File: config.mk
export PLATFORM = sky130hd
export DESIGN_NAME = pcf_prox_cfg
export DESIGN_NICKNAME = d
export VERILOG_FILES = /design/src/pcf_pkg.sv /design/src/pcf_persist.sv /design/src/pcf_prox_cfg.sv
export SDC_FILE = /design/constraint.sdc
export NUM_CORES = 1
export LEC_CHECK = 0
export BUFFER_PORTS_ARGS = -buffer_cell sky130_fd_sc_hd__buf_2
export CAP_MARGIN = 15
export CORE_MARGIN = 3
export CORE_UTILIZATION = 42
export CTS_CLUSTER_DIAMETER = 40
export CTS_CLUSTER_SIZE = 40
export DETAILED_ROUTE_END_ITERATION = 10
export GPL_ROUTABILITY_DRIVEN = 1
export PLACE_DENSITY_LB_ADDON = 0.3
export SETUP_SLACK_MARGIN = 0.15
export SYNTH_ARGS = -nofsm -noshare
export SYNTH_HDL_FRONTEND = slang
export SYNTH_SLANG_ARGS = --single-unit
export TNS_END_PERCENT = 100
File: constraint.sdc
create_clock -name mclk -period 10.3 [get_ports mclk]
set_clock_uncertainty 0.15 [all_clocks]
set_input_delay 1.03 -clock mclk [delete_from_list [all_inputs] [get_ports mclk]]
set_output_delay 1.03 -clock mclk [all_outputs]
set_load 0.01 [all_outputs]
File: src/pcf_pkg.sv
package pcf_pkg;

	// Byte addresses of the configuration registers on the register port.
	localparam logic [7:0] PCF_ADDR_LED_DRIVE = 8'h06;
	localparam logic [7:0] PCF_ADDR_GAIN = 8'h07;
	localparam logic [7:0] PCF_ADDR_PULSE = 8'h08;
	localparam logic [7:0] PCF_ADDR_TIME = 8'h09;
	localparam logic [7:0] PCF_ADDR_PERSIST = 8'h0B;
	localparam logic [7:0] PCF_ADDR_LLO_L = 8'h0C;
	localparam logic [7:0] PCF_ADDR_LLO_H = 8'h0D;
	localparam logic [7:0] PCF_ADDR_LHI_L = 8'h0E;
	localparam logic [7:0] PCF_ADDR_LHI_H = 8'h0F;
	localparam logic [7:0] PCF_ADDR_PLO_L = 8'h10;
	localparam logic [7:0] PCF_ADDR_PLO_H = 8'h11;
	localparam logic [7:0] PCF_ADDR_PHI_L = 8'h12;
	localparam logic [7:0] PCF_ADDR_PHI_H = 8'h13;
	localparam logic [7:0] PCF_ADDR_OFF_L = 8'h14;
	localparam logic [7:0] PCF_ADDR_OFF_H = 8'h15;

	// Reset values.
	localparam logic [7:0] PCF_LED_DRIVE_RST = 8'h00;
	localparam logic [1:0] PCF_GAIN_RST = 2'h0;
	localparam logic [7:0] PCF_PULSE_RST = 8'h00;
	localparam logic [3:0] PCF_TIME_RST = 4'h0;
	localparam logic [7:0] PCF_PERSIST_RST = 8'h11;
	localparam logic [15:0] PCF_THR_LO_RST = 16'h0000;
	localparam logic [15:0] PCF_THR_HI_RST = 16'hFFFF;
	localparam logic [15:0] PCF_OFFSET_RST = 16'h0000;
	localparam logic [7:0] PCF_READ_ZERO = 8'h00;

	// Padding that reads back as zero above the narrow fields.
	localparam logic [5:0] PCF_GAIN_PAD = 6'h00;
	localparam logic [3:0] PCF_TIME_PAD = 4'h0;
	// Low byte of every saturation limit; the resolution code sits above it.
	localparam logic [7:0] PCF_SAT_LOW_BYTE = 8'hFF;
	localparam logic [3:0] PCF_SAT_PAD = 4'h0;

	// Timing figures and their cycle counts at the 100 MHz clock.
	localparam real PCF_CLK_PERIOD_NS = 10.0;
	localparam real PCF_NS_PER_US = 1.0e3;
	localparam real PCF_NS_PER_MS = 1.0e6;
	localparam real PCF_PULSE_UNIT_US = 13.675;
	localparam real PCF_TPS_BASE_MS = 3.051;
	localparam real PCF_TPS_PULSE_MS = 0.01;
	localparam real PCF_TPS_WIDTH_MS = 0.01368;
	localparam real PCF_TPS_RES_MS = 0.51;
	localparam int unsigned PCF_TPS_SCALE = 16;
	localparam int unsigned PCF_PULSE_UNIT_CYC =
		int'($floor(PCF_PULSE_UNIT_US * PCF_NS_PER_US / PCF_CLK_PERIOD_NS));
	localparam int unsigned PCF_TPS_BASE_CYC = int'(PCF_TPS_BASE_MS * PCF_NS_PER_MS / PCF_CLK_PERIOD_NS);
	localparam int unsigned PCF_TPS_PULSE_CYC = int'(PCF_TPS_PULSE_MS * PCF_NS_PER_MS / PCF_CLK_PERIOD_NS);
	localparam int unsigned PCF_TPS_WIDTH_CYC = int'(PCF_TPS_WIDTH_MS * PCF_NS_PER_MS / PCF_CLK_PERIOD_NS);
	localparam int unsigned PCF_TPS_RES_CYC = int'(PCF_TPS_RES_MS * PCF_NS_PER_MS / PCF_CLK_PERIOD_NS);

	// Measurement cycle phases.
	typedef enum logic [1:0] {
		PCF_PH_IDLE = 2'b00,
		PCF_PH_LIGHT = 2'b01,
		PCF_PH_PROX = 2'b10,
		PCF_PH_WAIT = 2'b11
	} pcf_phase_e;

	// LED control byte layout.
	typedef struct packed {
		logic [1:0] led_current_select;
		logic [5:0] led_pulse_width;
	} pcf_led_drive_s;

	// Persistence byte layout.
	typedef struct packed {
		logic [3:0] proximity_persistence;
		logic [3:0] light_persistence;
	} pcf_persist_cfg_s;

	// State of one persistence counter.
	typedef struct packed {
		logic [3:0] count;
		logic fire;
	} pcf_pcount_s;

	// Whole state of the configuration and threshold block.
	typedef struct packed {
		pcf_led_drive_s led_drive;
		logic [1:0] proximity_gain_code;
		logic [7:0] led_pulse_number;
		logic [3:0] proximity_resolution;
		pcf_persist_cfg_s persist;
		logic [15:0] light_lo;
		logic [15:0] light_hi;
		logic [15:0] prox_lo;
		logic [15:0] prox_hi;
		logic [15:0] crosstalk_correction;
		logic [7:0] rdata;
		pcf_phase_e phase;
		logic [31:0] timer;
		logic [16:0] pulse_timer;
		logic [8:0] pulses_left;
		logic led_on;
		logic [15:0] proximity_result;
		logic [15:0] infrared_result;
		logic result_valid;
		logic light_eval;
		logic light_hit;
		logic prox_eval;
		logic prox_hit;
	} pcf_state_s;

endpackage

File: src/pcf_persist.sv
`timescale 1ns/100ps
// Counts consecutive qualifying conversions and fires once the persistence
// setting is reached; a setting of zero fires on every conversion.
module pcf_persist
	import pcf_pkg::*;
(
	input wire logic mclk, // System clock.
	input wire logic rst_b, // Synchronous reset, active low.
	input wire logic sample, // One-cycle pulse: a conversion was evaluated.
	input wire logic hit, // The conversion met the interrupt condition.
	input wire logic [3:0] setting, // Persistence setting.
	output logic fire // One-cycle interrupt event.
);

	pcf_pcount_s st; // Registered state.
	pcf_pcount_s next_st; // Next state.

	// Count hits, clear on a miss, fire and restart on reaching the setting.
	always_comb begin
		next_st = st;
		next_st.fire = 1'b0;
		if (sample) begin
			if (setting == 4'h0) begin
				// Thresholds are ignored: every conversion counts as an event.
				next_st.fire = 1'b1; // [RL8] [RL9]
				next_st.count = 4'h0;
			end else if (hit) begin
				if (st.count + 4'h1 == setting) begin
					next_st.fire = 1'b1; // [RL13]
					next_st.count = 4'h0;
				end else begin
					next_st.count = st.count + 4'h1; // [RL13]
				end
			end else begin
				next_st.count = 4'h0; // [RL13]
			end
		end
	end

	// Register the state.
	always_ff @(posedge mclk) begin
		if (!rst_b) begin
			st <= '0;
		end else begin
			st <= next_st;
		end
	end

	assign fire = st.fire;
endmodule

File: src/pcf_prox_cfg.sv
`timescale 1ns/100ps
// Function
// (RL1) LED peak current from two-bit select
// (RL2) Pulse lasts field plus one 13.675 us units
// (RL3) Gain code two bits, upper bits read zero
// (RL4) Field plus one LED pulses per measurement
// (RL5) Results saturate at 256 times units minus one
// (RL6) Proximity conversion time follows the formula
// (RL7) Cycle is light, proximity, then wait time
// (RL8) Light persistence: zero every conversion, else count
// (RL9) Proximity persistence: zero every conversion, else count
// (RL10) Light data compared against low/high thresholds
// (RL11) Proximity data compared against low/high thresholds
// (RL12) Subtract crosstalk offset from raw proximity
// (RL13) Count consecutive hits, fire and restart
// (RL14) Clamp corrected proximity result at zero
// (RL15) Host writes low byte first, when idle
module pcf_prox_cfg
	import pcf_pkg::*;
#(
	parameter int unsigned TPS_BASE_CYC = PCF_TPS_BASE_CYC, // Fixed part of proximity time.
	parameter int unsigned TPS_RES_CYC = PCF_TPS_RES_CYC // Time per resolution step.
) (
	input wire logic mclk, // System clock, 100 MHz.
	input wire logic rst_b, // Synchronous reset, active low.
	input wire logic [7:0] reg_addr, // Register byte address.
	input wire logic [7:0] reg_wdata, // Write data.
	input wire logic reg_wr, // Write strobe, one cycle.
	input wire logic reg_rd, // Read strobe, one cycle.
	output logic [7:0] reg_rdata, // Read data, valid the cycle after reg_rd.
	input wire logic meas_enable, // Runs measurement cycles while high.
	input wire logic light_conv_done, // Light conversion finished, one cycle.
	input wire logic [15:0] light_sample, // Selected light channel data.
	input wire logic [31:0] wait_cycles, // Programmed wait time in clock cycles.
	input wire logic [15:0] prox_raw, // Raw proximity converter count.
	input wire logic [15:0] ir_raw, // Raw infrared converter count.
	output logic led_sink_output, // LED sink driver on.
	output logic [1:0] led_current_select, // Peak sink current code.
	output logic [1:0] proximity_gain_code, // Proximity analog gain code.
	output logic [15:0] proximity_result, // Offset-corrected proximity result.
	output logic [15:0] infrared_result, // Saturated infrared result.
	output logic result_valid, // New results stored, one cycle.
	output logic light_irq_event, // Light interrupt event, one cycle.
	output logic prox_irq_event // Proximity interrupt event, one cycle.
);

	pcf_state_s st; // Registered state.
	pcf_state_s next_st; // Next state.
	localparam pcf_state_s PCF_RST_STATE = '{
		led_drive: PCF_LED_DRIVE_RST,
		proximity_gain_code: PCF_GAIN_RST,
		led_pulse_number: PCF_PULSE_RST,
		proximity_resolution: PCF_TIME_RST,
		persist: PCF_PERSIST_RST,
		light_lo: PCF_THR_LO_RST,
		light_hi: PCF_THR_HI_RST,
		prox_lo: PCF_THR_LO_RST,
		prox_hi: PCF_THR_HI_RST,
		crosstalk_correction: PCF_OFFSET_RST,
		phase: PCF_PH_IDLE,
		default: '0
	};

	logic [31:0] tps_cyc; // Proximity conversion time in cycles.
	logic [16:0] width_cyc; // One LED pulse length in cycles.
	logic [15:0] sat_limit; // Saturation limit for the present resolution.
	logic [15:0] prox_sat; // Saturated raw proximity count.
	logic [15:0] prox_corr; // Offset-corrected proximity count.
	logic [15:0] ir_sat; // Saturated infrared count.

	// Derived timing. The product is kept in 32 bits; the largest setting
	// needs about 30 bits, so nothing is lost.
	always_comb begin
		tps_cyc = 32'(PCF_TPS_SCALE * (TPS_BASE_CYC
			+ (2 * int'(st.led_pulse_number) + 1)
			* (PCF_TPS_PULSE_CYC + PCF_TPS_WIDTH_CYC * int'(st.led_drive.led_pulse_width))
			+ TPS_RES_CYC * int'(st.proximity_resolution))); // [RL6]
		width_cyc = 17'((int'(st.led_drive.led_pulse_width) + 1) * PCF_PULSE_UNIT_CYC); // [RL2]
	end

	// Result conditioning: saturate to the resolution, then remove crosstalk.
	always_comb begin
		sat_limit = {PCF_SAT_PAD, st.proximity_resolution, PCF_SAT_LOW_BYTE}; // [RL5]
		prox_sat = (prox_raw > sat_limit) ? sat_limit : prox_raw; // [RL5]
		ir_sat = (ir_raw > sat_limit) ? sat_limit : ir_raw; // [RL5]
		// A large offset must not wrap the result round to a huge count.
		if (prox_sat > st.crosstalk_correction) begin
			prox_corr = prox_sat - st.crosstalk_correction; // [RL12]
		end else begin
			prox_corr = 16'h0000; // [RL14]
		end
	end

	// Register file, read port and measurement sequencer.
	always_comb begin
		next_st = st;
		next_st.result_valid = 1'b0;
		next_st.light_eval = 1'b0;
		next_st.prox_eval = 1'b0;

		// Writes land byte by byte; a 16-bit value is only coherent once the
		// host has written both halves, low byte first, while idle. [RL15]
		if (reg_wr) begin
			unique case (reg_addr)
				PCF_ADDR_LED_DRIVE: next_st.led_drive = reg_wdata; // [RL1] [RL2]
				PCF_ADDR_GAIN: next_st.proximity_gain_code = reg_wdata[1:0]; // [RL3]
				PCF_ADDR_PULSE: next_st.led_pulse_number = reg_wdata; // [RL4]
				PCF_ADDR_TIME: next_st.proximity_resolution = reg_wdata[3:0]; // [RL5]
				PCF_ADDR_PERSIST: next_st.persist = reg_wdata; // [RL8] [RL9]
				PCF_ADDR_LLO_L: next_st.light_lo[7:0] = reg_wdata; // [RL10]
				PCF_ADDR_LLO_H: next_st.light_lo[15:8] = reg_wdata; // [RL10]
				PCF_ADDR_LHI_L: next_st.light_hi[7:0] = reg_wdata; // [RL10]
				PCF_ADDR_LHI_H: next_st.light_hi[15:8] = reg_wdata; // [RL10]
				PCF_ADDR_PLO_L: next_st.prox_lo[7:0] = reg_wdata; // [RL11]
				PCF_ADDR_PLO_H: next_st.prox_lo[15:8] = reg_wdata; // [RL11]
				PCF_ADDR_PHI_L: next_st.prox_hi[7:0] = reg_wdata; // [RL11]
				PCF_ADDR_PHI_H: next_st.prox_hi[15:8] = reg_wdata; // [RL11]
				PCF_ADDR_OFF_L: next_st.crosstalk_correction[7:0] = reg_wdata; // [RL12]
				PCF_ADDR_OFF_H: next_st.crosstalk_correction[15:8] = reg_wdata; // [RL12]
				default: begin
					// Unmapped addresses ignore writes.
				end
			endcase
		end

		// Reads answer one cycle later; unmapped addresses read as zero.
		if (reg_rd) begin
			unique case (reg_addr)
				PCF_ADDR_LED_DRIVE: next_st.rdata = st.led_drive;
				PCF_ADDR_GAIN: next_st.rdata = {PCF_GAIN_PAD, st.proximity_gain_code}; // [RL3]
				PCF_ADDR_PULSE: next_st.rdata = st.led_pulse_number;
				PCF_ADDR_TIME: next_st.rdata = {PCF_TIME_PAD, st.proximity_resolution};
				PCF_ADDR_PERSIST: next_st.rdata = st.persist;
				PCF_ADDR_LLO_L: next_st.rdata = st.light_lo[7:0];
				PCF_ADDR_LLO_H: next_st.rdata = st.light_lo[15:8];
				PCF_ADDR_LHI_L: next_st.rdata = st.light_hi[7:0];
				PCF_ADDR_LHI_H: next_st.rdata = st.light_hi[15:8];
				PCF_ADDR_PLO_L: next_st.rdata = st.prox_lo[7:0];
				PCF_ADDR_PLO_H: next_st.rdata = st.prox_lo[15:8];
				PCF_ADDR_PHI_L: next_st.rdata = st.prox_hi[7:0];
				PCF_ADDR_PHI_H: next_st.rdata = st.prox_hi[15:8];
				PCF_ADDR_OFF_L: next_st.rdata = st.crosstalk_correction[7:0];
				PCF_ADDR_OFF_H: next_st.rdata = st.crosstalk_correction[15:8];
				default: next_st.rdata = PCF_READ_ZERO;
			endcase
		end

		// One measurement cycle: light conversion, proximity conversion, wait.
		unique case (st.phase)
			PCF_PH_IDLE: begin
				if (meas_enable) begin
					next_st.phase = PCF_PH_LIGHT; // [RL7]
				end
			end
			PCF_PH_LIGHT: begin
				// The light converter times itself; this block waits for it.
				if (light_conv_done) begin
					next_st.light_eval = 1'b1;
					next_st.light_hit = (light_sample > st.light_hi)
						|| (light_sample < st.light_lo); // [RL10]
					next_st.phase = PCF_PH_PROX; // [RL7]
					next_st.timer = tps_cyc - 32'h1; // [RL6]
					next_st.pulses_left = {1'b0, st.led_pulse_number} + 9'h001; // [RL4]
					next_st.pulse_timer = '0;
					next_st.led_on = 1'b0;
				end
			end
			PCF_PH_PROX: begin
				// LED pulses: on for one width, off for one width, repeated.
				if (st.pulse_timer != 17'h0) begin
					next_st.pulse_timer = st.pulse_timer - 17'h1;
				end else if (st.led_on) begin
					next_st.led_on = 1'b0;
					next_st.pulse_timer = width_cyc - 17'h1; // [RL2]
				end else if (st.pulses_left != 9'h0) begin
					next_st.led_on = 1'b1; // [RL4]
					next_st.pulse_timer = width_cyc - 17'h1; // [RL2]
					next_st.pulses_left = st.pulses_left - 9'h1;
				end
				if (st.timer == 32'h0) begin
					// End of conversion: the LED is forced off and results land.
					next_st.led_on = 1'b0;
					next_st.phase = PCF_PH_WAIT; // [RL7]
					next_st.timer = wait_cycles;
					next_st.proximity_result = prox_corr; // [RL12] [RL14]
					next_st.infrared_result = ir_sat; // [RL5]
					next_st.result_valid = 1'b1;
					next_st.prox_eval = 1'b1;
					next_st.prox_hit = (prox_corr > st.prox_hi)
						|| (prox_corr < st.prox_lo); // [RL11]
				end else begin
					next_st.timer = st.timer - 32'h1; // [RL6]
				end
			end
			PCF_PH_WAIT: begin
				// A zero wait still costs one cycle.
				if (st.timer <= 32'h1) begin
					next_st.phase = meas_enable ? PCF_PH_LIGHT : PCF_PH_IDLE; // [RL7]
				end else begin
					next_st.timer = st.timer - 32'h1;
				end
			end
		endcase
	end

	// Register the state.
	always_ff @(posedge mclk) begin
		if (!rst_b) begin
			st <= PCF_RST_STATE;
		end else begin
			st <= next_st;
		end
	end

	// Light and proximity persistence counters.
	pcf_persist u_light_persist (
		.mclk(mclk),
		.rst_b(rst_b),
		.sample(st.light_eval),
		.hit(st.light_hit),
		.setting(st.persist.light_persistence),
		.fire(light_irq_event)
	);
	pcf_persist u_prox_persist (
		.mclk(mclk),
		.rst_b(rst_b),
		.sample(st.prox_eval),
		.hit(st.prox_hit),
		.setting(st.persist.proximity_persistence),
		.fire(prox_irq_event)
	);

	assign reg_rdata = st.rdata;
	assign led_sink_output = st.led_on;
	assign led_current_select = st.led_drive.led_current_select;
	assign proximity_gain_code = st.proximity_gain_code;
	assign proximity_result = st.proximity_result;
	assign infrared_result = st.infrared_result;
	assign result_valid = st.result_valid;

	// Helper counters that only the checks below read.
	logic [16:0] on_len; // Cycles the LED has been on.
	logic [8:0] pulses_seen; // LED pulses in the present conversion.
	logic [31:0] prox_len; // Cycles spent in the proximity phase.
	always_ff @(posedge mclk) begin
		if (!rst_b) begin
			on_len <= '0;
			pulses_seen <= '0;
			prox_len <= '0;
		end else begin
			on_len <= st.led_on ? on_len + 17'h1 : 17'h0;
			pulses_seen <= (st.phase != PCF_PH_PROX) ? 9'h0
				: pulses_seen + {8'h00, next_st.led_on && !st.led_on};
			prox_len <= (st.phase == PCF_PH_PROX) ? prox_len + 32'h1 : 32'h0;
		end
	end
endmodule

Yosys cells after proc, flatten, opt, wreduce, memory -nomap -nowiden. Index checks and enable logic that the tools add are counted.

Bits in latches: 0. Memories: 0. Memory bits (read-only): 0. Bits in writable memories: 0. Input port bits: 102. Word-level logic and storage cells: 159. Output and inout bits: 48. Flip-flop bits (word level): 226.

Add/sub/neg operators: 14. Mux-type cells: 33. Reduce and logical (&&, ||, !) cells: 36. Shift operators: 0. Divide/modulo/power cells: 0. Bitwise gates (word level): 0. Order comparisons: 8. Eq/ne operators: 30. Multiply operators: 4.

Operator list (count): 8-bit one-hot mux with 15 select lines (1); 32-bit one-hot mux with 3 select lines (1); 32-bit 2-to-1 mux (2); 32-bit by 1-bit subtractor with 32-bit output (second input constant) (2); 61-bit 2-to-1 mux (1); 8-bit by 4-bit equality test with 1-bit output (second input constant) (7); 27-bit one-hot mux with 2 select lines (1); 8-bit by 5-bit equality test with 1-bit output (second input constant) (6); 16-bit greater-than comparator (3); 16-bit 2-to-1 mux (3); 2-bit AND reduction (21); 17-bit 2-to-1 mux (2); 34-bit 2-to-1 mux (1); 17-bit by 1-bit subtractor with 17-bit output (second input constant) (2); 16-bit by 12-bit greater-than comparator with 1-bit output (2); 32-bit by 1-bit <= comparator with 1-bit output (second input constant) (1); 32-bit logical NOT (1); 16-bit < comparator (2); 19-bit by 28-bit adder with 28-bit output (first input constant) (1); 28-bit by 20-bit adder with 28-bit output (1); 10-bit by 18-bit multiplier with 28-bit output (1); 27-bit 2-to-1 mux (1); 10-bit by 17-bit adder with 18-bit output (first input constant) (1); 13-bit by 4-bit multiplier with 17-bit output (first input constant) (1); 32 further kinds (60).

Depth between registers and ports, before layout.
Depth in word-level cells: 8. Gate-level depth with buffers: 33. Depth with buffers taken out: 33.

Modules after synthesis. From an unflattened synthesis, not the netlist that was laid out.

Cell total of the unflattened synthesis: 2840. Area total of the unflattened synthesis: 22694.3 µm².

Modules (own cells, without submodules): pcf_prox_cfg (sequential area each 4304.1 µm², cells an instance 2768, area each 22061.2 µm², times used 1); pcf_persist (sequential area each 100.1 µm², cells an instance 36, area each 316.6 µm², times used 2).

Least setup slack after synthesis. OpenSTA, ideal clock, no wires.

Path kind: flip-flop to flip-flop. From: register st[211] in the netlist's numbering. To: register st[94] in the netlist's numbering. Clock period less this slack: 8.485 ns. Slack: 1.815 ns. Arrival: 8.203 ns. Stages on the path, launching flop included: 32. Setup time: 0.132 ns. Buffers on the path: 0. Required time: 10.018 ns. Cell sequence: dfxtp_1 > ha_1 > ha_1 > fa_1 > inv_1 > fa_1 > nor3b_1 > nand2_1 > or2_2 > o21ai_0 > nor2_1 > nand2_1 > xor2_1 > nand2_1 > fa_1 > fa_1 > fa_1 > inv_1 > fa_1 > inv_1 > fa_1 > inv_1 > ha_1 > a21o_1 > a21o_1 > a21oi_1 > o41ai_2 > a2111oi_2 > o31ai_1 > or3_1 > o2111ai_1 > a21oi_1.

Longest elaborated chain between the ends: 8.

Ends and longest elaborated chain: start, declared (RTL line pcf_prox_cfg.sv:47) `pcf_state_s st;`; start signal, assigned (RTL line pcf_prox_cfg.sv:211) `st <= next_st;`; 8-bit by 6-bit multiplier with 14-bit output (RTL line pcf_prox_cfg.sv:76) `* (PCF_TPS_PULSE_CYC + PCF_TPS_WIDTH_CYC * int'(st.led_drive.led_pulse_width))`; 10-bit by 17-bit adder with 18-bit output (RTL line pcf_prox_cfg.sv:76); 10-bit by 18-bit multiplier with 28-bit output (RTL line pcf_prox_cfg.sv:76); 19-bit by 28-bit adder with 28-bit output (RTL line pcf_prox_cfg.sv:75) `+ (2 * int'(st.led_pulse_number) + 1)`; 28-bit by 20-bit adder with 28-bit output (RTL line pcf_prox_cfg.sv:77) `+ TPS_RES_CYC * int'(st.proximity_resolution)));`; 32-bit by 1-bit subtractor with 32-bit output (RTL line pcf_prox_cfg.sv:162) `next_st.timer = tps_cyc - 32'h1;`; 61-bit 2-to-1 mux (RTL line pcf_prox_cfg.sv:157) `if (light_conv_done) begin`; 32-bit one-hot mux with 3 select lines (RTL line pcf_prox_cfg.sv:149) `unique case (st.phase)`.

No other way between the ends. The select of a mux whose other input is x is not followed. A chain may end at the register's enable or synchronous reset.

Final worst setup path. Ends and elaborated chain as after synthesis.

==> key figures <==
GRT
  • Total grt overflow: 0
  • Met2 Usage GRT: 37.3%
  • Initial antenna violation count: 0
  • First-pass GRT wire length: 104 mm
  • Busiest grt layer: met2
  • Largest net degree at the start of global routing: 78
  • GRT Overall Usage: 22.7%
  • Vias in the first global route: 19,800
  • Met1 Track Usage GR: 30.9%
  • Met3 Use GR: 3.69%

Power
  • Power Dens Cells: 141 mW/mm^2
  • Peak VDD IR: 145 uV
  • Lkg Pwr: 11.5 nW

Synth
  • Synth top area cells: dfxtp_1 (20%), ha_1 (14%), fa_1 (13%)
  • Synth Area in Simple Gates: 19.0%
  • Seq/Total Area, Yosys: 20.1%
  • Netlist cell types: 91
  • Mapped Avg Cell Area: 8.17 um^2
  • Post-Synth XOR/XNOR Area: 4.38%
  • Synthesized area: 0.0224 mm^2
  • Asr flop ratio synth: 0%
  • Main combinational cell family by area after synthesis: adder cells
  • Synth Area in Adders: 27.7%
  • Post-synth top area cell: dfxtp_1
  • Complex-gate fraction of the synthesized area: 17.6%
  • Yosys Warn Count: 0
  • EDFF count, synth: 0
  • FF+latch count, synth: 225
  • Mux share of post-synthesis cell area: 2.10%
  • Share of the synthesized area in the top cell type: 20.1%
  • Cells after Synth: 2,739
  • Ys flop type: dfxtp_1

Clock network
  • Post-CTS Setup Bufs: 0
  • TritonCTS clock tree: done
  • PostCTS Resize Cnt: 0
  • Total CTS buffers: 44
  • Clk root buf: clkbuf_16
  • Clk_lat worst skew: 0.59 ns
  • Clk buf depth: 3
  • CTS Hold Buffers Added: 0
  • H-tree Lvls: 2
  • Clock transition at path regs: 0.06 ns
  • Clk sinks: 225

Die
  • Die Ht: 237 um
  • Initial core utilization: 43.0%
  • DIE AREA: 0.0561 mm^2
  • Core Box Area: 0.0520 mm^2
  • Die X: 237 um
  • Row count: 83
  • IO Pins: 150

STA
  • Final-report hold violation count: 0
  • Minimum clock period: 9.37 ns
  • Final period util: 90.9%
  • Total negative slack: 0 ns
  • RSZ-0062 raised after global routing: no
  • Worst rel slew slack: 21.8%
  • Count of final setup violators: 0
  • Tightest Pin Transition: 1.17 ns
  • Final Max Slew Viols: 0
  • Fmax: 0.107 GHz

Worst setup path
  • Crit path launch: st[211]
  • Worst EP arrival: 9.64 ns
  • Worst Reg2Reg Path Length in Cells: 29
  • Most Frequent Cell on Critical Path: fa_1
  • Worst Setup End Kind: flip-flop
  • CP max stage cell: xor2_1
  • Worst EP required: 10.57 ns
  • Reg-to-Reg Start: st[211]
  • Startpoint Class: flip-flop
  • R2R Path End: st[94]
  • CP max stage delay: 0.67 ns
  • CP endpoint: st[94]
  • R2r setup slk: 0.93 ns
  • Crit Path Max Fanout: 9
  • CP Class: flip-flop to flip-flop

Place
  • PortBufs: 149
  • Detailed Place HPWL: 50.7 mm
  • GPL Wtd Cong: 0.941

Drt
  • Final ANT Viol Nets: 0
  • Vias: 20,200
  • Initial DRC count: 1,644
  • Vias/cell: 5.74
  • Final Routed Wirelength: 66.0 mm
  • DR DRC count: 0
  • Pre-Repair DR Iteration Count: 9
  • Routed length per instance: 18.8 um

Finish
  • Layout area overhead: 11.3%
  • Final core occ: 47.9%
  • Net count, final: 3,307
  • Layout cell share with drive strength beyond 1: 11.5%
  • Diodes inserted: 0

Worst hold path
  • HP Class: flip-flop to flip-flop

Flow run
  • Max-cap viol count: 0

Outcome
  • Status: completed
==> how the worst min path moves through the flow <==
| stage | from | to | slack [ns] | cells past startpoint |
|---|---|---|---|---|
| 2_1_floorplan | reg_rdata[2] | reg_rdata[2] | 0.27 | 2 |
| 3_3_place_gp | reg_rdata[2] | reg_rdata[2] | 0.28 | 2 |
| 3_5_place_dp | reg_rdata[2] | reg_rdata[2] | 0.29 | 2 |
| 4_1_cts | reg_rdata[2] | reg_rdata[2] | 0.30 | 2 |
| 5_1_grt | proximity_result[2] | proximity_result[2] | 0.31 | 2 |
| 6_report | reg_rdata[2] | reg_rdata[2] | 0.29 | 2 |
==> flip-flops by register name, summed over array words and instances (netlist names), 2 cells and up <==
register             flops
st                     165
infrared_result         16
proximity_result        16
reg_rdata                8
sat_limit                4
u_light_persist.st       4
u_prox_persist.st        4
led_current_select       2
proximity_gain_code      2
==> routing by layer <==
metal	wire, um	vias up
li1	-	9538
met1	28800	9756
met2	30800	769
met3	4990	118
met4	1460	0
met5	0	-
==> through the flow <==
stage	cells	area, um^2	hold slack (ns)	setup slack [ns]	total power [mW]
floorplan	2742	22400	0.273	1.81	1.75
global route	3513	24900	0.312	0.316	3.68
detailed placement	3431	23400	0.287	0.993	2.01
finish	3513	24900	0.294	0.934	3.51
global placement	3431	23400	0.282	1.22	1.98
CTS	3512	24900	0.295	0.935	3.51
==> placed cells by master, fill, tap and decap left out, types with 26 or more instances in the layout <==
cell type / instances
nor2_1: 172
xor2_1: 58
nand4_1: 27
ha_1: 258
fa_1: 149
nand2_1: 273
xnor2_1: 54
o211ai_1: 41
a21oi_1: 186
a22oi_1: 34
clkbuf_16: 44
nor2b_1: 26
inv_1: 315
nor3_1: 60
o21ai_0: 115
nand3_1: 111
a21o_1: 43
mux2i_1: 29
buf_2: 150
dfxtp_1: 225
and2_1: 66
==> area by class of cell <==
cell class | instances | area [um^2]
Fill cell | 4962 | 27100
Multi-Input combinational cell | 2040 | 15900
Sequential cell | 225 | 4500
Inverter | 316 | 1190
Clock buffer | 53 | 1180
Timing Repair Buffer | 171 | 908
Tap cell | 680 | 851
Clock inverter | 28 | 367
==> where the power goes <==
part / switching (mW) / total (mW) / internal (mW)
combinational: 0.692 / 1.03 / 0.338
sequential: 0.0636 / 0.988 / 0.924
clock: 0.551 / 1.49 / 0.941
==> cell usage after synthesis, drive strengths merged (41+ instances only) <==
master and count:
clkbuf 94, and2 67, buf 67, ha 258
nand2 274, nor2 174, o21ai 121, o211ai 41
nand3 111, fa 149, xnor2 54, nor3 65
a21o 43, dfxtp 225, inv 316, xor2 58
a21oi 187
==> worst max-delay path: cells and delay by family (launching register included) <==
| family | cells | cell delay [ns] |
|---|---|---|
| and+or+nand+nor | 5 | 1.16 |
| xor gates and xnor gates | 1 | 0.67 |
| buffers and inverters | 4 | 0.22 |
| adders and majority gates | 10 | 4.67 |
| DFF | 1 | 0.51 |
| AOI/OAI and AO/OA | 9 | 1.81 |
==> kinds of logic (layout without fill, tap and decap cells) <==
kind of cell | after synthesis | count (layout)
buffers and inverters | 477 | 568
DFF | 225 | 225
other | 1 | 4
xor gates and xnor gates | 112 | 112
adders and majority gates | 407 | 407
AOI/OAI and AO/OA | 602 | 602
muxes | 41 | 41
and+or+nand+nor | 874 | 874
Power figures use the tool's default switching activity.
